===== src/hw/tdm_global_params.svh =====
// Offsets, field positions, reset values for the timeslot global registers.
// Assumes byte addressing on a 32-bit register bus, one word per register.
`ifndef TDM_GLOBAL_PARAMS_SVH
`define TDM_GLOBAL_PARAMS_SVH

`define OFF_BYTE_ORDER 12'h10c
`define OFF_TX_MAP 12'h110
`define OFF_RX_MAP 12'h114
`define OFF_XFER_CTRL 12'h180
`define OFF_TX_TIMING 12'h184
`define OFF_RX_TIMING 12'h188
`define OFF_TX_CFG 12'h190
`define OFF_RX_CFG 12'h194
`define OFF_IRQ_STATUS 12'h1a0
`define OFF_IRQ_MASK 12'h1a4

`define ADDR_W 12
`define LEVEL_LSB 0
`define CEIL_LSB 4
`define DELAY_LSB 0
`define FRAME_SEL_LSB 12
`define SF_SEL_LSB 14

`define DELAY_RST 7'h7f
`define LEVEL_RST 3'h0
`define CEIL_RST 3'h0
`define SEL_RST 2'h0
`define NUM_IRQ 4

`define RESP_OKAY 2'h0
`define RESP_SLVERR 2'h2

`endif


===== src/hw/tdm_global_pkg.sv =====
// Types shared by the timeslot global register block.
// Assumes the params header carries every number.
package tdm_global_pkg;

   typedef enum logic [1:0] {
      SEL_ACK,
      SEL_DELAY,
      SEL_EITHER,
      SEL_BOTH
   } irq_sel_t;

   typedef enum logic {
      EV_IDLE,
      EV_WAIT
   } ev_state_t;

endpackage


===== src/hw/tdm_global_regs.sv =====
// Global configuration, status and event interrupt logic of the timeslot
// memory unit and its transfer control unit, reached over AXI4-Lite.
// Assumes the transfer logic runs on core_clk and drives its status and
// event strobes synchronously; only the dma enable level is taken as is.
`include "tdm_global_params.svh"
`timescale 1ns/10ps
`default_nettype none

module tdm_global_regs (
   // Clock and reset
   input wire logic core_clk,
   input wire logic rst,
   // AXI4-Lite write address
   input wire logic [`ADDR_W-1:0] s_axi_awaddr,
   input wire logic s_axi_awvalid,
   output logic s_axi_awready,
   // AXI4-Lite write data
   input wire logic [31:0] s_axi_wdata,
   input wire logic [3:0] s_axi_wstrb,
   input wire logic s_axi_wvalid,
   output logic s_axi_wready,
   // AXI4-Lite write response
   output logic [1:0] s_axi_bresp,
   output logic s_axi_bvalid,
   input wire logic s_axi_bready,
   // AXI4-Lite read address
   input wire logic [`ADDR_W-1:0] s_axi_araddr,
   input wire logic s_axi_arvalid,
   output logic s_axi_arready,
   // AXI4-Lite read data
   output logic [31:0] s_axi_rdata,
   output logic [1:0] s_axi_rresp,
   output logic s_axi_rvalid,
   input wire logic s_axi_rready,
   // Transfer unit state
   input wire logic dma_enable,
   input wire logic [1:0] tx_map_select_state,
   input wire logic [1:0] rx_map_select_state,
   input wire logic [1:0] tx_config_set_state,
   input wire logic [1:0] rx_config_set_state,
   // Events, index 0 tx frame, 1 tx superframe, 2 rx frame, 3 rx superframe
   input wire logic timeslot_tick,
   input wire logic [`NUM_IRQ-1:0] event_pending,
   input wire logic [`NUM_IRQ-1:0] event_ack,
   // Configuration to the transfer logic
   output logic byte_order_select,
   output logic [2:0] transfer_urgency_level,
   output logic [2:0] urgency_ceiling,
   // Interrupt
   output logic irq
);

   logic byte_order_r;
   logic [2:0] level_r;
   logic [2:0] ceiling_r;
   logic [6:0] tx_delay_r;
   logic [6:0] rx_delay_r;
   logic [1:0] tx_fr_sel_r;
   logic [1:0] tx_sf_sel_r;
   logic [1:0] rx_fr_sel_r;
   logic [1:0] rx_sf_sel_r;
   logic [`NUM_IRQ-1:0] irq_status_r;
   logic [`NUM_IRQ-1:0] irq_mask_r;
   logic [`NUM_IRQ-1:0] fire;
   logic [2:0] ceiling_eff;

   // Bus slave registers
   logic awready_r;
   logic wready_r;
   logic bvalid_r;
   logic [1:0] bresp_r;
   logic arready_r;
   logic rvalid_r;
   logic [31:0] rdata_r;
   logic [1:0] rresp_r;
   logic [`ADDR_W-1:0] wr_addr_r;
   logic [31:0] wr_data_r;
   logic [3:0] wr_strb_r;
   logic do_wr;
   logic wr_hit;
   logic rd_hit;
   logic [31:0] rd_word;
   logic we_order;
   logic we_xfer;
   logic we_tx_timing;
   logic we_rx_timing;
   logic we_status;
   logic we_mask;

   function automatic logic known_addr(input logic [`ADDR_W-1:0] a);
      case (a)
         `OFF_BYTE_ORDER, `OFF_TX_MAP, `OFF_RX_MAP, `OFF_XFER_CTRL,
         `OFF_TX_TIMING, `OFF_RX_TIMING, `OFF_TX_CFG, `OFF_RX_CFG,
         `OFF_IRQ_STATUS, `OFF_IRQ_MASK: known_addr = 1'b1;
         default: known_addr = 1'b0;
      endcase
   endfunction

   // Decides whether an event is due under a given source selection
   function automatic logic sel_due(input logic [1:0] sel, input logic ack, input logic expired);
      case (tdm_global_pkg::irq_sel_t'(sel))
         tdm_global_pkg::SEL_ACK: sel_due = ack;
         tdm_global_pkg::SEL_DELAY: sel_due = expired;
         tdm_global_pkg::SEL_EITHER: sel_due = ack | expired;
         tdm_global_pkg::SEL_BOTH: sel_due = ack & expired;
         default: sel_due = 1'b0;
      endcase
   endfunction

   assign do_wr = !awready_r && !wready_r && !bvalid_r;
   assign wr_hit = do_wr && known_addr(wr_addr_r);
   assign rd_hit = known_addr(s_axi_araddr);

   // One decoded strobe per writable register, so each field block tests a single name
   assign we_order = wr_hit && wr_addr_r == `OFF_BYTE_ORDER;
   assign we_xfer = wr_hit && wr_addr_r == `OFF_XFER_CTRL;
   assign we_tx_timing = wr_hit && wr_addr_r == `OFF_TX_TIMING;
   assign we_rx_timing = wr_hit && wr_addr_r == `OFF_RX_TIMING;
   assign we_status = wr_hit && wr_addr_r == `OFF_IRQ_STATUS;
   assign we_mask = wr_hit && wr_addr_r == `OFF_IRQ_MASK;

   // Address and data are taken independently; the write happens once both are held
   always_ff @(posedge core_clk or posedge rst) begin
      if (rst) begin
         awready_r <= 1'b1;
         wr_addr_r <= '0;
      end else if (s_axi_awvalid && awready_r) begin
         awready_r <= 1'b0;
         wr_addr_r <= s_axi_awaddr;
      end else if (bvalid_r && s_axi_bready) begin
         awready_r <= 1'b1;
      end
   end

   always_ff @(posedge core_clk or posedge rst) begin
      if (rst) begin
         wready_r <= 1'b1;
         wr_data_r <= '0;
         wr_strb_r <= '0;
      end else if (s_axi_wvalid && wready_r) begin
         wready_r <= 1'b0;
         wr_data_r <= s_axi_wdata;
         wr_strb_r <= s_axi_wstrb;
      end else if (bvalid_r && s_axi_bready) begin
         wready_r <= 1'b1;
      end
   end

   always_ff @(posedge core_clk or posedge rst) begin
      if (rst) begin
         bvalid_r <= 1'b0;
         bresp_r <= `RESP_OKAY;
      end else if (do_wr) begin
         bvalid_r <= 1'b1;
         bresp_r <= wr_hit ? `RESP_OKAY : `RESP_SLVERR;
      end else if (s_axi_bready) begin
         bvalid_r <= 1'b0;
      end
   end

   // State inputs are shown live; they have no write path, so writes to them are ignored
   always_comb begin
      rd_word = 32'h0000_0000;
      case (s_axi_araddr)
         `OFF_BYTE_ORDER: rd_word[0] = byte_order_r;
         `OFF_TX_MAP: rd_word[1:0] = tx_map_select_state;
         `OFF_RX_MAP: rd_word[1:0] = rx_map_select_state;
         `OFF_XFER_CTRL: begin
            rd_word[`LEVEL_LSB +: 3] = level_r;
            rd_word[`CEIL_LSB +: 3] = ceiling_r;
         end
         `OFF_TX_TIMING: begin
            rd_word[`DELAY_LSB +: 7] = tx_delay_r;
            rd_word[`FRAME_SEL_LSB +: 2] = tx_fr_sel_r;
            rd_word[`SF_SEL_LSB +: 2] = tx_sf_sel_r;
         end
         `OFF_RX_TIMING: begin
            rd_word[`DELAY_LSB +: 7] = rx_delay_r;
            rd_word[`FRAME_SEL_LSB +: 2] = rx_fr_sel_r;
            rd_word[`SF_SEL_LSB +: 2] = rx_sf_sel_r;
         end
         `OFF_TX_CFG: rd_word[1:0] = tx_config_set_state;
         `OFF_RX_CFG: rd_word[1:0] = rx_config_set_state;
         `OFF_IRQ_STATUS: rd_word[`NUM_IRQ-1:0] = irq_status_r;
         `OFF_IRQ_MASK: rd_word[`NUM_IRQ-1:0] = irq_mask_r;
         default: rd_word = 32'h0000_0000;
      endcase
   end

   always_ff @(posedge core_clk or posedge rst) begin
      if (rst) begin
         arready_r <= 1'b1;
         rvalid_r <= 1'b0;
         rdata_r <= '0;
         rresp_r <= `RESP_OKAY;
      end else if (s_axi_arvalid && arready_r) begin
         arready_r <= 1'b0;
         rvalid_r <= 1'b1;
         rdata_r <= rd_word;
         rresp_r <= rd_hit ? `RESP_OKAY : `RESP_SLVERR;
      end else if (rvalid_r && s_axi_rready) begin
         arready_r <= 1'b1;
         rvalid_r <= 1'b0;
      end
   end

   // Configuration is frozen while the transfer unit runs so it never sees a half-changed setup
   always_ff @(posedge core_clk or posedge rst) begin
      if (rst) begin
         byte_order_r <= 1'b0;
      end else if (we_order && wr_strb_r[0] && !dma_enable) begin
         byte_order_r <= wr_data_r[0];
      end
   end

   always_ff @(posedge core_clk or posedge rst) begin
      if (rst) begin
         level_r <= `LEVEL_RST;
         ceiling_r <= `CEIL_RST;
      end else if (we_xfer && wr_strb_r[0] && !dma_enable) begin
         level_r <= wr_data_r[`LEVEL_LSB +: 3];
         ceiling_r <= wr_data_r[`CEIL_LSB +: 3];
      end
   end

   always_ff @(posedge core_clk or posedge rst) begin
      if (rst) begin
         tx_delay_r <= `DELAY_RST;
         tx_fr_sel_r <= `SEL_RST;
         tx_sf_sel_r <= `SEL_RST;
      end else if (we_tx_timing && !dma_enable) begin
         if (wr_strb_r[0]) begin
            tx_delay_r <= wr_data_r[`DELAY_LSB +: 7];
         end
         if (wr_strb_r[1]) begin
            tx_fr_sel_r <= wr_data_r[`FRAME_SEL_LSB +: 2];
            tx_sf_sel_r <= wr_data_r[`SF_SEL_LSB +: 2];
         end
      end
   end

   always_ff @(posedge core_clk or posedge rst) begin
      if (rst) begin
         rx_delay_r <= `DELAY_RST;
         rx_fr_sel_r <= `SEL_RST;
         rx_sf_sel_r <= `SEL_RST;
      end else if (we_rx_timing && !dma_enable) begin
         if (wr_strb_r[0]) begin
            rx_delay_r <= wr_data_r[`DELAY_LSB +: 7];
         end
         if (wr_strb_r[1]) begin
            rx_fr_sel_r <= wr_data_r[`FRAME_SEL_LSB +: 2];
            rx_sf_sel_r <= wr_data_r[`SF_SEL_LSB +: 2];
         end
      end
   end

   // Per-event tracker: counts delay+1 timeslots after pending, notes the acknowledge
   genvar gi;
   generate
      for (gi = 0; gi < `NUM_IRQ; gi = gi + 1) begin : g_ev
         tdm_global_pkg::ev_state_t st_r;
         logic [6:0] cnt_r;
         logic ack_seen_r;
         logic expired_r;
         logic ack_now;
         logic exp_now;
         logic [6:0] dly;
         logic [1:0] sel;

         assign dly = (gi < 2) ? tx_delay_r : rx_delay_r;
         assign sel = (gi == 0) ? tx_fr_sel_r : (gi == 1) ? tx_sf_sel_r :
                      (gi == 2) ? rx_fr_sel_r : rx_sf_sel_r;
         assign ack_now = ack_seen_r | event_ack[gi];
         assign exp_now = expired_r | (timeslot_tick && cnt_r == 7'h00);
         // Combined mode waits for both conditions of the same pending event
         assign fire[gi] = (st_r == tdm_global_pkg::EV_WAIT) && sel_due(sel, ack_now, exp_now);

         // A pending pulse seen while waiting is dropped: one event per source in flight
         always_ff @(posedge core_clk or posedge rst) begin
            if (rst) begin
               st_r <= tdm_global_pkg::EV_IDLE;
               cnt_r <= 7'h00;
               ack_seen_r <= 1'b0;
               expired_r <= 1'b0;
            end else begin
               case (st_r)
                  tdm_global_pkg::EV_IDLE: begin
                     if (event_pending[gi]) begin
                        st_r <= tdm_global_pkg::EV_WAIT;
                        cnt_r <= dly;
                        ack_seen_r <= event_ack[gi];
                        expired_r <= 1'b0;
                     end
                  end
                  tdm_global_pkg::EV_WAIT: begin
                     if (fire[gi]) begin
                        st_r <= tdm_global_pkg::EV_IDLE;
                     end
                     ack_seen_r <= ack_now;
                     expired_r <= exp_now;
                     if (timeslot_tick && cnt_r != 7'h00) begin
                        cnt_r <= cnt_r - 7'h01;
                     end
                  end
                  default: st_r <= tdm_global_pkg::EV_IDLE;
               endcase
            end
         end
      end
   endgenerate

   // Set wins over a write-one clear landing in the same cycle
   always_ff @(posedge core_clk or posedge rst) begin
      if (rst) begin
         irq_status_r <= '0;
      end else begin
         if (we_status && wr_strb_r[0]) begin
            irq_status_r <= (irq_status_r & ~wr_data_r[`NUM_IRQ-1:0]) | fire;
         end else begin
            irq_status_r <= irq_status_r | fire;
         end
      end
   end

   // A mask bit high lets the matching status bit reach irq
   always_ff @(posedge core_clk or posedge rst) begin
      if (rst) begin
         irq_mask_r <= '0;
      end else if (we_mask && wr_strb_r[0]) begin
         irq_mask_r <= wr_data_r[`NUM_IRQ-1:0];
      end
   end

   // A ceiling numerically above the level would mean less urgent than the base; clamp it
   assign ceiling_eff = (ceiling_r > level_r) ? level_r : ceiling_r;

   // Registered so the pins never show a half-settled decode or a glitch on irq
   always_ff @(posedge core_clk or posedge rst) begin
      if (rst) begin
         byte_order_select <= 1'b0;
         transfer_urgency_level <= `LEVEL_RST;
         urgency_ceiling <= `CEIL_RST;
         irq <= 1'b0;
      end else begin
         byte_order_select <= byte_order_r;
         transfer_urgency_level <= level_r;
         urgency_ceiling <= ceiling_eff;
         irq <= |(irq_status_r & irq_mask_r);
      end
   end

   assign s_axi_awready = awready_r;
   assign s_axi_wready = wready_r;
   assign s_axi_bvalid = bvalid_r;
   assign s_axi_bresp = bresp_r;
   assign s_axi_arready = arready_r;
   assign s_axi_rvalid = rvalid_r;
   assign s_axi_rdata = rdata_r;
   assign s_axi_rresp = rresp_r;

endmodule

`default_nettype wire


===== config.mk =====
export PLATFORM = sky130hd
export DESIGN_NAME = tdm_global_regs
export DESIGN_NICKNAME = d
export VERILOG_FILES = /design/src/hw/tdm_global_pkg.sv /design/src/hw/tdm_global_regs.sv
export VERILOG_INCLUDE_DIRS = /design/src /design/src/hw
export SDC_FILE = /design/constraint.sdc
export NUM_CORES = 1
export LEC_CHECK = 0
export BUFFER_PORTS_ARGS = -buffer_cell sky130_fd_sc_hd__buf_2
export CORE_UTILIZATION = 45
export CTS_CLUSTER_SIZE = 8
export DETAILED_ROUTE_END_ITERATION = 6
export PLACE_DENSITY = 0.65
export SYNTH_ARGS = -nofsm -noshare
export SYNTH_HDL_FRONTEND = slang
export SYNTH_SLANG_ARGS = --single-unit

===== constraint.sdc =====
create_clock -name core_clk -period 4.1 [get_ports core_clk]
set_input_delay 0.41 -clock core_clk [delete_from_list [all_inputs] [get_ports core_clk]]
set_output_delay 0.41 -clock core_clk [all_outputs]
set_load 0.01 [all_outputs]

==> qor.yml, run 1 <==
global_route:
  grt_overflow_total: 0
  grt_pass1_wl_um: 25500
  grt_max_degree: 79
  antenna_found_initial: 0
  grt_pass1_vias: 4980
  grtUsageTotal_pct: 22.4
cts:
  post-cts-setup-buffers: 0
  htreeDepth: 4
  worstSkewPairLatency_ns: 0.42
  clkTransAtPathRegs_ns: 0.06
  ctsResizeCount: 0
  cts_tree: "built"
  holdBufCountCts: 0
  cts_made_buffers: 17
  cts_sinks: 128
  clockBufferDepth: 2
  cts-root-buf: "clkbuf_16"
sta:
  max_freq_mhz: 321
  finalMaxSlewViolations: 0
  worst_pin_slew_ns: 1.11
  fin_skew_ns: 0.00776
  worst_hold_slack_ns: 0.0908
  tns_ns: 0
  setup_viol: 0
  report.final.hold_viol_count: 0
  final.min_clock_period_ns: 3.12
  maxSlewHeadroom_pct: 25.6
  period_share_pct: 76.0
  rsz0062_at_grt: "false"
floorplan:
  die_h_um: 123
  core_um2: 14000
  die_area_um2: 15100
  io_pins: 134
  chipWidth_um: 123
  rows: 43
  initial_core_util_pct: 46.8
worst_setup_path:
  cp-start-kind: "register"
  worstPathMaxFanout: 7
  r2r_slack_ns: 0.98
  cp.required_ns: 4.44
  crit_path_max_incr_delay_ns: 0.76
  crit_type: "register to register"
  path_cells: "nor4_1 > o2111ai_1 > nor3_1 > nor2b_1 > mux2_2"
  crit_slowest_cell: "nor4_1"
  end_kind: "register"
  arrival_ns: 3.45
  r2r-start: "wr_addr_r[6]"
  cp-startpoint: "wr_addr_r[6]"
detailed_routing:
  wirelength_um: 15600
  drt_iter0_drc: 494
  highest_layer: "met4"
  wl_met3_um: 989
  first_pass_iters: 6
  wl_per_cell_um: 17.1
  ant_nets: 0
  num_vias: 5222
  wl_met2_um: 7410
  wl_met1_um: 6930
  drc_errors: 0
  viasPerCell: 5.69
layout:
  num_antenna_cells: 0
  nNetsFinal: 820
  area_growth_pct: 16.4
  drive_gt1_share_pct: 29.6
  regArea_um2: 3220
  multi_input_area_um2: 3070
  nFillCells: 1234
outcome:
  status: "completed"
synthesis:
  yosysUniqueCellTypes: 59
  seq_area_frac_synth_pct: 49.1
  synth_area_leader_cell: "dfrtp_1"
  syn-cell-area_um2: 6570
  synth_ff_type: "dfrtp_1"
  synth-edff-count: 0
  yosysTopAreaCellShare_pct: 42.3
  ys_warn_count: 0
  avgSynthCellArea_um2: 10.4
  ys_ff_latch: 128
  netlist_top_cells_area: "dfrtp_1 42%, mux2_2 10%, dfstp_2 6.8%"
  synthArstFlopShare_pct: 100
  synthCells: 635
place:
  gp_congestion: 0.844
  post-dp-hpwl_um: 11400
  numPortBuffers: 87
power_and_ir_drop:
  power_density_nw_per_um2: 638
  p_leak_nw: 3.43
  ir_drop_mv: 0.448
hold_path:
  hp-class: "input port to async pin"
flow_run:
  cap_violations: 0
[cell usage after synthesis (2+ instances only)]
library cell and n:
a21o_1 4, o21a_1 5, nor2_1 53, a31oi_1 12
a31o_2 2, a32oi_1 2, nor4_2 2, dfstp_2 17
buf_4 23, nand3_1 16, o32ai_1 2, nor4b_1 5
mux2i_1 15, a22oi_1 4, or2_2 5, a21bo_2 2
a41oi_1 6, or3_1 7, a21boi_0 2, nand2b_1 4
nor4_4 3, o21ai_0 40, nor2b_1 10, nor3_1 16
o22a_1 9, inv_1 33, nand2_1 53, nand4_1 6
mux2_2 60, a221oi_1 6, dfrtp_1 111, nor3b_1 4
nor4_1 4, clkbuf_1 14, a21oi_1 33, a222oi_1 3
o22ai_1 9, ha_1 11, buf_1 2
[through the flow]
step	std cells	worst slack (ns)	utilization, %	cell area, µm²	power (mW)
floorplan	657	0.305	-	6660	3.09
global placement	885	1.09	50.6	7100	3.40
finish	917	0.984	54.5	7650	4.88
global route	917	0.718	54.5	7650	5.22
CTS	917	0.993	54.5	7650	4.90
detailed placement	885	1.04	50.6	7100	3.49
[flip-flops by register name, summed over array words and instances, names as in the netlist, 8 cells and up]
signal	cells
g_ev.cnt_r	28
s_axi_rdata	11
g_ev.dly	14
wr_data_r	11
wr_addr_r	12
g_ev.sel	8
[cell type report]
type	instances	share of cell area, %
clock buffer	18	5.74
clock inverter	14	1.41
inverter	33	1.65
multi-input combinational	456	40.1
sequential	128	42.2
tap	180	2.95
timing repair buffer	88	5.96
[per-layer routing]
metal | GRT usage [%] | up-vias
li1 | - | 2454
met5 | 0 | -
met4 | 8.61 | 0
met1 | 29.5 | 2562
met3 | 5.53 | 17
met2 | 35.6 | 189
[worst paths after layout]
path	end	depth (start not counted)
setup / recovery	g_ev[0].dly[0]	5
min in group core_clk	s_axi_awready	2
max in group asynchronous	s_axi_arready	3
hold reg to reg	byte_order_select	0
setup reg to reg	g_ev[0].dly[0]	5
hold / removal	byte_order_select	2
[worst max-delay path: cells and delay by family, from the launching register on]
kind            cells  cell delay, ns
compound gates      1            0.47
flops               1            0.43
mux                 1            0.42
simple gates        3            1.71
[logic make-up after synthesis]
kind of cell	synth area share, %
and+or+nand+nor	15.9
AOI/OAI and AO/OA	14.4
DFF	49.1
muxes	12.9
buffers and inverters	5.50
adders and majority gates	2.09
other	0.0571
[power breakdown]
part           internal [mW]  switching (mW)
registers               1.64           0.455
logic                  0.648           0.755
clock network          0.795           0.592
total                   3.08            1.80
[cell usage in the layout, fill, tap and decap left out, drive strengths merged, types with 3 or more instances in the layout]
master / synthesis / layout
nand2b: 4 / 4
nor2b: 10 / 10
nor3: 16 / 16
o21a: 5 / 5
clkbuf: 14 / 18
nand4: 6 / 6
dfstp: 17 / 17
ha: 11 / 11
nor4: 9 / 9
nand2: 53 / 53
or3: 7 / 7
nor2: 53 / 53
a22oi: 4 / 4
a21oi: 33 / 33
clkinv: 0 / 3
buf: 26 / 88
o21ai: 40 / 40
a21o: 4 / 4
a41oi: 6 / 6
nor4b: 5 / 5
a222oi: 3 / 3
o22a: 9 / 9
clkinvlp: 0 / 6
inv: 33 / 38
a221oi: 6 / 6
nor3b: 4 / 4
a31oi: 12 / 12
mux2: 60 / 60
o22ai: 9 / 9
or2: 6 / 6
or4b: 3 / 3
dfrtp: 111 / 111
nand3: 16 / 16
conb: 1 / 23
mux2i: 15 / 15
No activity file was read; power rests on OpenSTA's default activity.
==> inputs of run 2 (changes only) <==
- PLACE_DENSITY: 0.65 -> 0.67
- clock period: 4.1 -> 2.5 ns (I/O delays scaled with it)
==> run 2 against run 1 <==
Against the previous run:
- critical path type unchanged
- largest cell class unchanged
- non-clock buffer count is 25 higher
- core utilization is 2.0 points higher
- global-route usage is 1.2 points higher
- via count is 1.6% higher
- die area stayed put
- clock power is 87% higher
- highest routed layer unchanged
- count of clock-buffer cells in the layout stayed put
- cell count is 2.7% higher
- hold slack worse by 0.048 ns
- combinational power is 74% higher
- worst setup slack worse by 0.94 ns
==> qor.yml, run 2 (synthesis results as in run 1) <==
floorplan:
  chipWidth_um: 123  # unchanged
  core_um2: 14000  # unchanged
  rows: 43  # unchanged
  initial_core_util_pct: 46.8  # unchanged
  die_h_um: 123  # unchanged
  io_pins: 134  # unchanged
  die_area_um2: 15100  # unchanged
worst_setup_path:
  timing.rr.end: "g_ev[0].sel[0]"
  cp_num_buf_inv: 0  # unchanged
  crit_path_max_incr_delay_ns: 0.54  # -0.22 ns
  r2r-start: "wr_addr_r[9]"
  cp_top_family: "simple AND/OR/NAND/NOR gates"
  crit_type: "register to register"
  cp.required_ns: 2.81  # -1.63 ns
  cp-start-kind: "register"
  r2r_slack_ns: 0.04  # -0.94 ns
  arrival_ns: 2.76  # -0.69 ns
  end_kind: "register"
  path_cells: "or4b_4 > or4_4 > or2_4 > nor4_4 > mux2_2"
  reg2reg_depth: 5  # unchanged
  crit_slowest_cell: "or4b_4"
  worstPathMaxFanout: 4  # -3
layout:
  multi_input_area_um2: 3080  # +0.37%
  nFillCells: 1220  # -1.1%
  largest_register: "g_ev.cnt_r"
  num_antenna_cells: 0  # unchanged
  largest_reg_flops: 28  # unchanged
  drive_gt1_share_pct: 31.5  # +1.9 points
  nNetsFinal: 845  # +3.0%
  final_cell_area_um2: 7930  # +3.7%
  final_cell_mix: "111 x dfrtp_1, 87 x buf_2, 60 x mux2_2"
  final_common_cell: "dfrtp_1"
  final_cells: 942  # +2.7%
  area_growth_pct: 20.6
  regArea_um2: 3220  # unchanged
detailed_routing:
  num_vias: 5307  # +1.6%
  ant_nets: 0  # unchanged
  first_pass_iters: 7  # +1
  wirelength_um: 16200  # +3.4%
  drt_iter0_drc: 488  # -1.2%
  drc_errors: 0  # unchanged
  viasPerCell: 5.63  # -1.1%
  wl_per_cell_um: 17.2  # +0.67%
sta:
  fin_skew_ns: 0.0131  # +0.00536 ns
  max_freq_mhz: 407  # +27%
  final.min_clock_period_ns: 2.46  # -0.659 ns
  report.final.hold_viol_count: 0  # unchanged
  worst_hold_slack_ns: 0.0423  # -0.0484 ns
  period_share_pct: 98.3  # +22 points
  worst_pin_slew_ns: 0.705  # -0.406 ns
  tns_ns: 0  # unchanged
  rsz0062_at_grt: "true"
  maxSlewHeadroom_pct: 52.8  # +27 points
  finalMaxSlewViolations: 0  # unchanged
  setup_viol: 0  # unchanged
outcome:
  status: "completed"
global_route:
  grt_pass1_wl_um: 26900  # +5.4%
  grt_pass1_vias: 5341  # +7.2%
  antenna_found_initial: 0  # unchanged
  grt_overflow_total: 0  # unchanged
  grtUsageTotal_pct: 23.6  # +1.2 points
  grt_max_degree: 44  # -44%
cts:
  cts_sinks: 128  # unchanged
  htreeDepth: 4  # unchanged
  worstSkewPairLatency_ns: 0.43  # about the same
  clkTransAtPathRegs_ns: 0.06  # about the same
  cts_made_buffers: 17  # unchanged
  cts-root-buf: "clkbuf_16"
  clockBufferDepth: 2  # unchanged
  cts_tree: "built"
power_and_ir_drop:
  p_leak_nw: 3.60  # +4.9%
  netSwitchingFraction_pct: 35.7  # -1.2 points
  pwr-share-clk_pct: 30.7  # +2.3 points
  power_switching_mw: 3.02  # +68%
  power.internal_mw: 5.43  # +77%
  power_density_nw_per_um2: 1070  # +67%
  seq_power_share_pct: 40.5  # -2.3 points
  ir_drop_mv: 0.541  # +21%
  p_comb_share_pct: 28.8  # about the same
  finalPower_mw: 8.45  # +73%
hold_path:
  hp-start: "s_axi_rready"
  hold_end: "s_axi_rvalid"
  hp-class: "input port to register"
  hold_depth: 2
place:
  post-dp-hpwl_um: 11900  # +4.1%
  gp_congestion: 0.835  # -0.97%
  dpl.cell_count: 904  # +2.1%
  placed_cell_area_um2: 7240  # +2.0%
  numPortBuffers: 87  # unchanged
flow_run:
  cap_violations: 0  # unchanged
[run 2: cell count changes in the layout (fill, tap and decap cells not counted), sizes merged]
| cell | before | now |
|---|---|---|
| inv | 38 | 36 |
| clkinvlp | 6 | 4 |
| clkinv | 3 | 4 |
| bufinv | 0 | 3 |
| dlygate4sd3 | 0 | 4 |
| buf | 88 | 109 |
[run 2: how the worst max path moves through the flow]
| stage | cells after the start | endpoint | from |
|---|---|---|---|
| 6_report | 5 | g_ev[0].sel[0] | wr_addr_r[9] |
| 2_1_floorplan | 5 | ceiling_r[0] | wr_addr_r[9] |
| 3_5_place_dp | 5 | g_ev[0].sel[1] | wr_addr_r[9] |
| 4_1_cts | 5 | g_ev[0].sel[1] | wr_addr_r[9] |
| 5_1_grt | 5 | g_ev[0].sel[0] | wr_addr_r[9] |
| 3_3_place_gp | 6 | level_r[0] | wr_addr_r[9] |
[run 2: layer usage]
metal	vias to the layer above	share of wire, %	global-route usage [%]
met5	-	0	0
met4	0	1.9	9.83
met3	22	6.1	6.04
met2	200	48	37.4
met1	2578	44	30.6
li1	2507	-	-
[run 2: timing repair]
item	CTS	global route
setup buffers	0	2
endpoints found under the setup margin	0	20
hold buffers	4	0
endpoints found under the hold margin	19	0
resized for setup	0	2
[run 2: layout make-up]
type                    count  share of cell area (%)
clock buffers              18                    5.54
clock inverters            14                    2.26
inverters                  33                    1.61
repair buffers            113                    8.24
multi-input cells         456                    38.9
well taps                 180                    2.84
flip-flops and latches    128                    40.7
[run 2: per-stage QoR]
step                      worst slack (ns)  util [%]
after floorplan                   -0.00242         -
after global routing              -0.00156      56.5
after global placement              0.0564      51.6
after CTS                          0.00783      56.3
final                               0.0432      56.5
after detailed placement            0.0231      51.6
[run 2: power groups by stage]
stage / clock [mW] / combinational [mW] / sequential [mW]
final: 2.60 / 2.43 / 3.42
after CTS: 2.64 / 2.41 / 3.41
after detailed placement: 0 / 2.39 / 3.43
after floorplan: 0 / 1.89 / 3.17
after global placement: 0 / 2.27 / 3.38
after global routing: 2.73 / 2.74 / 3.51
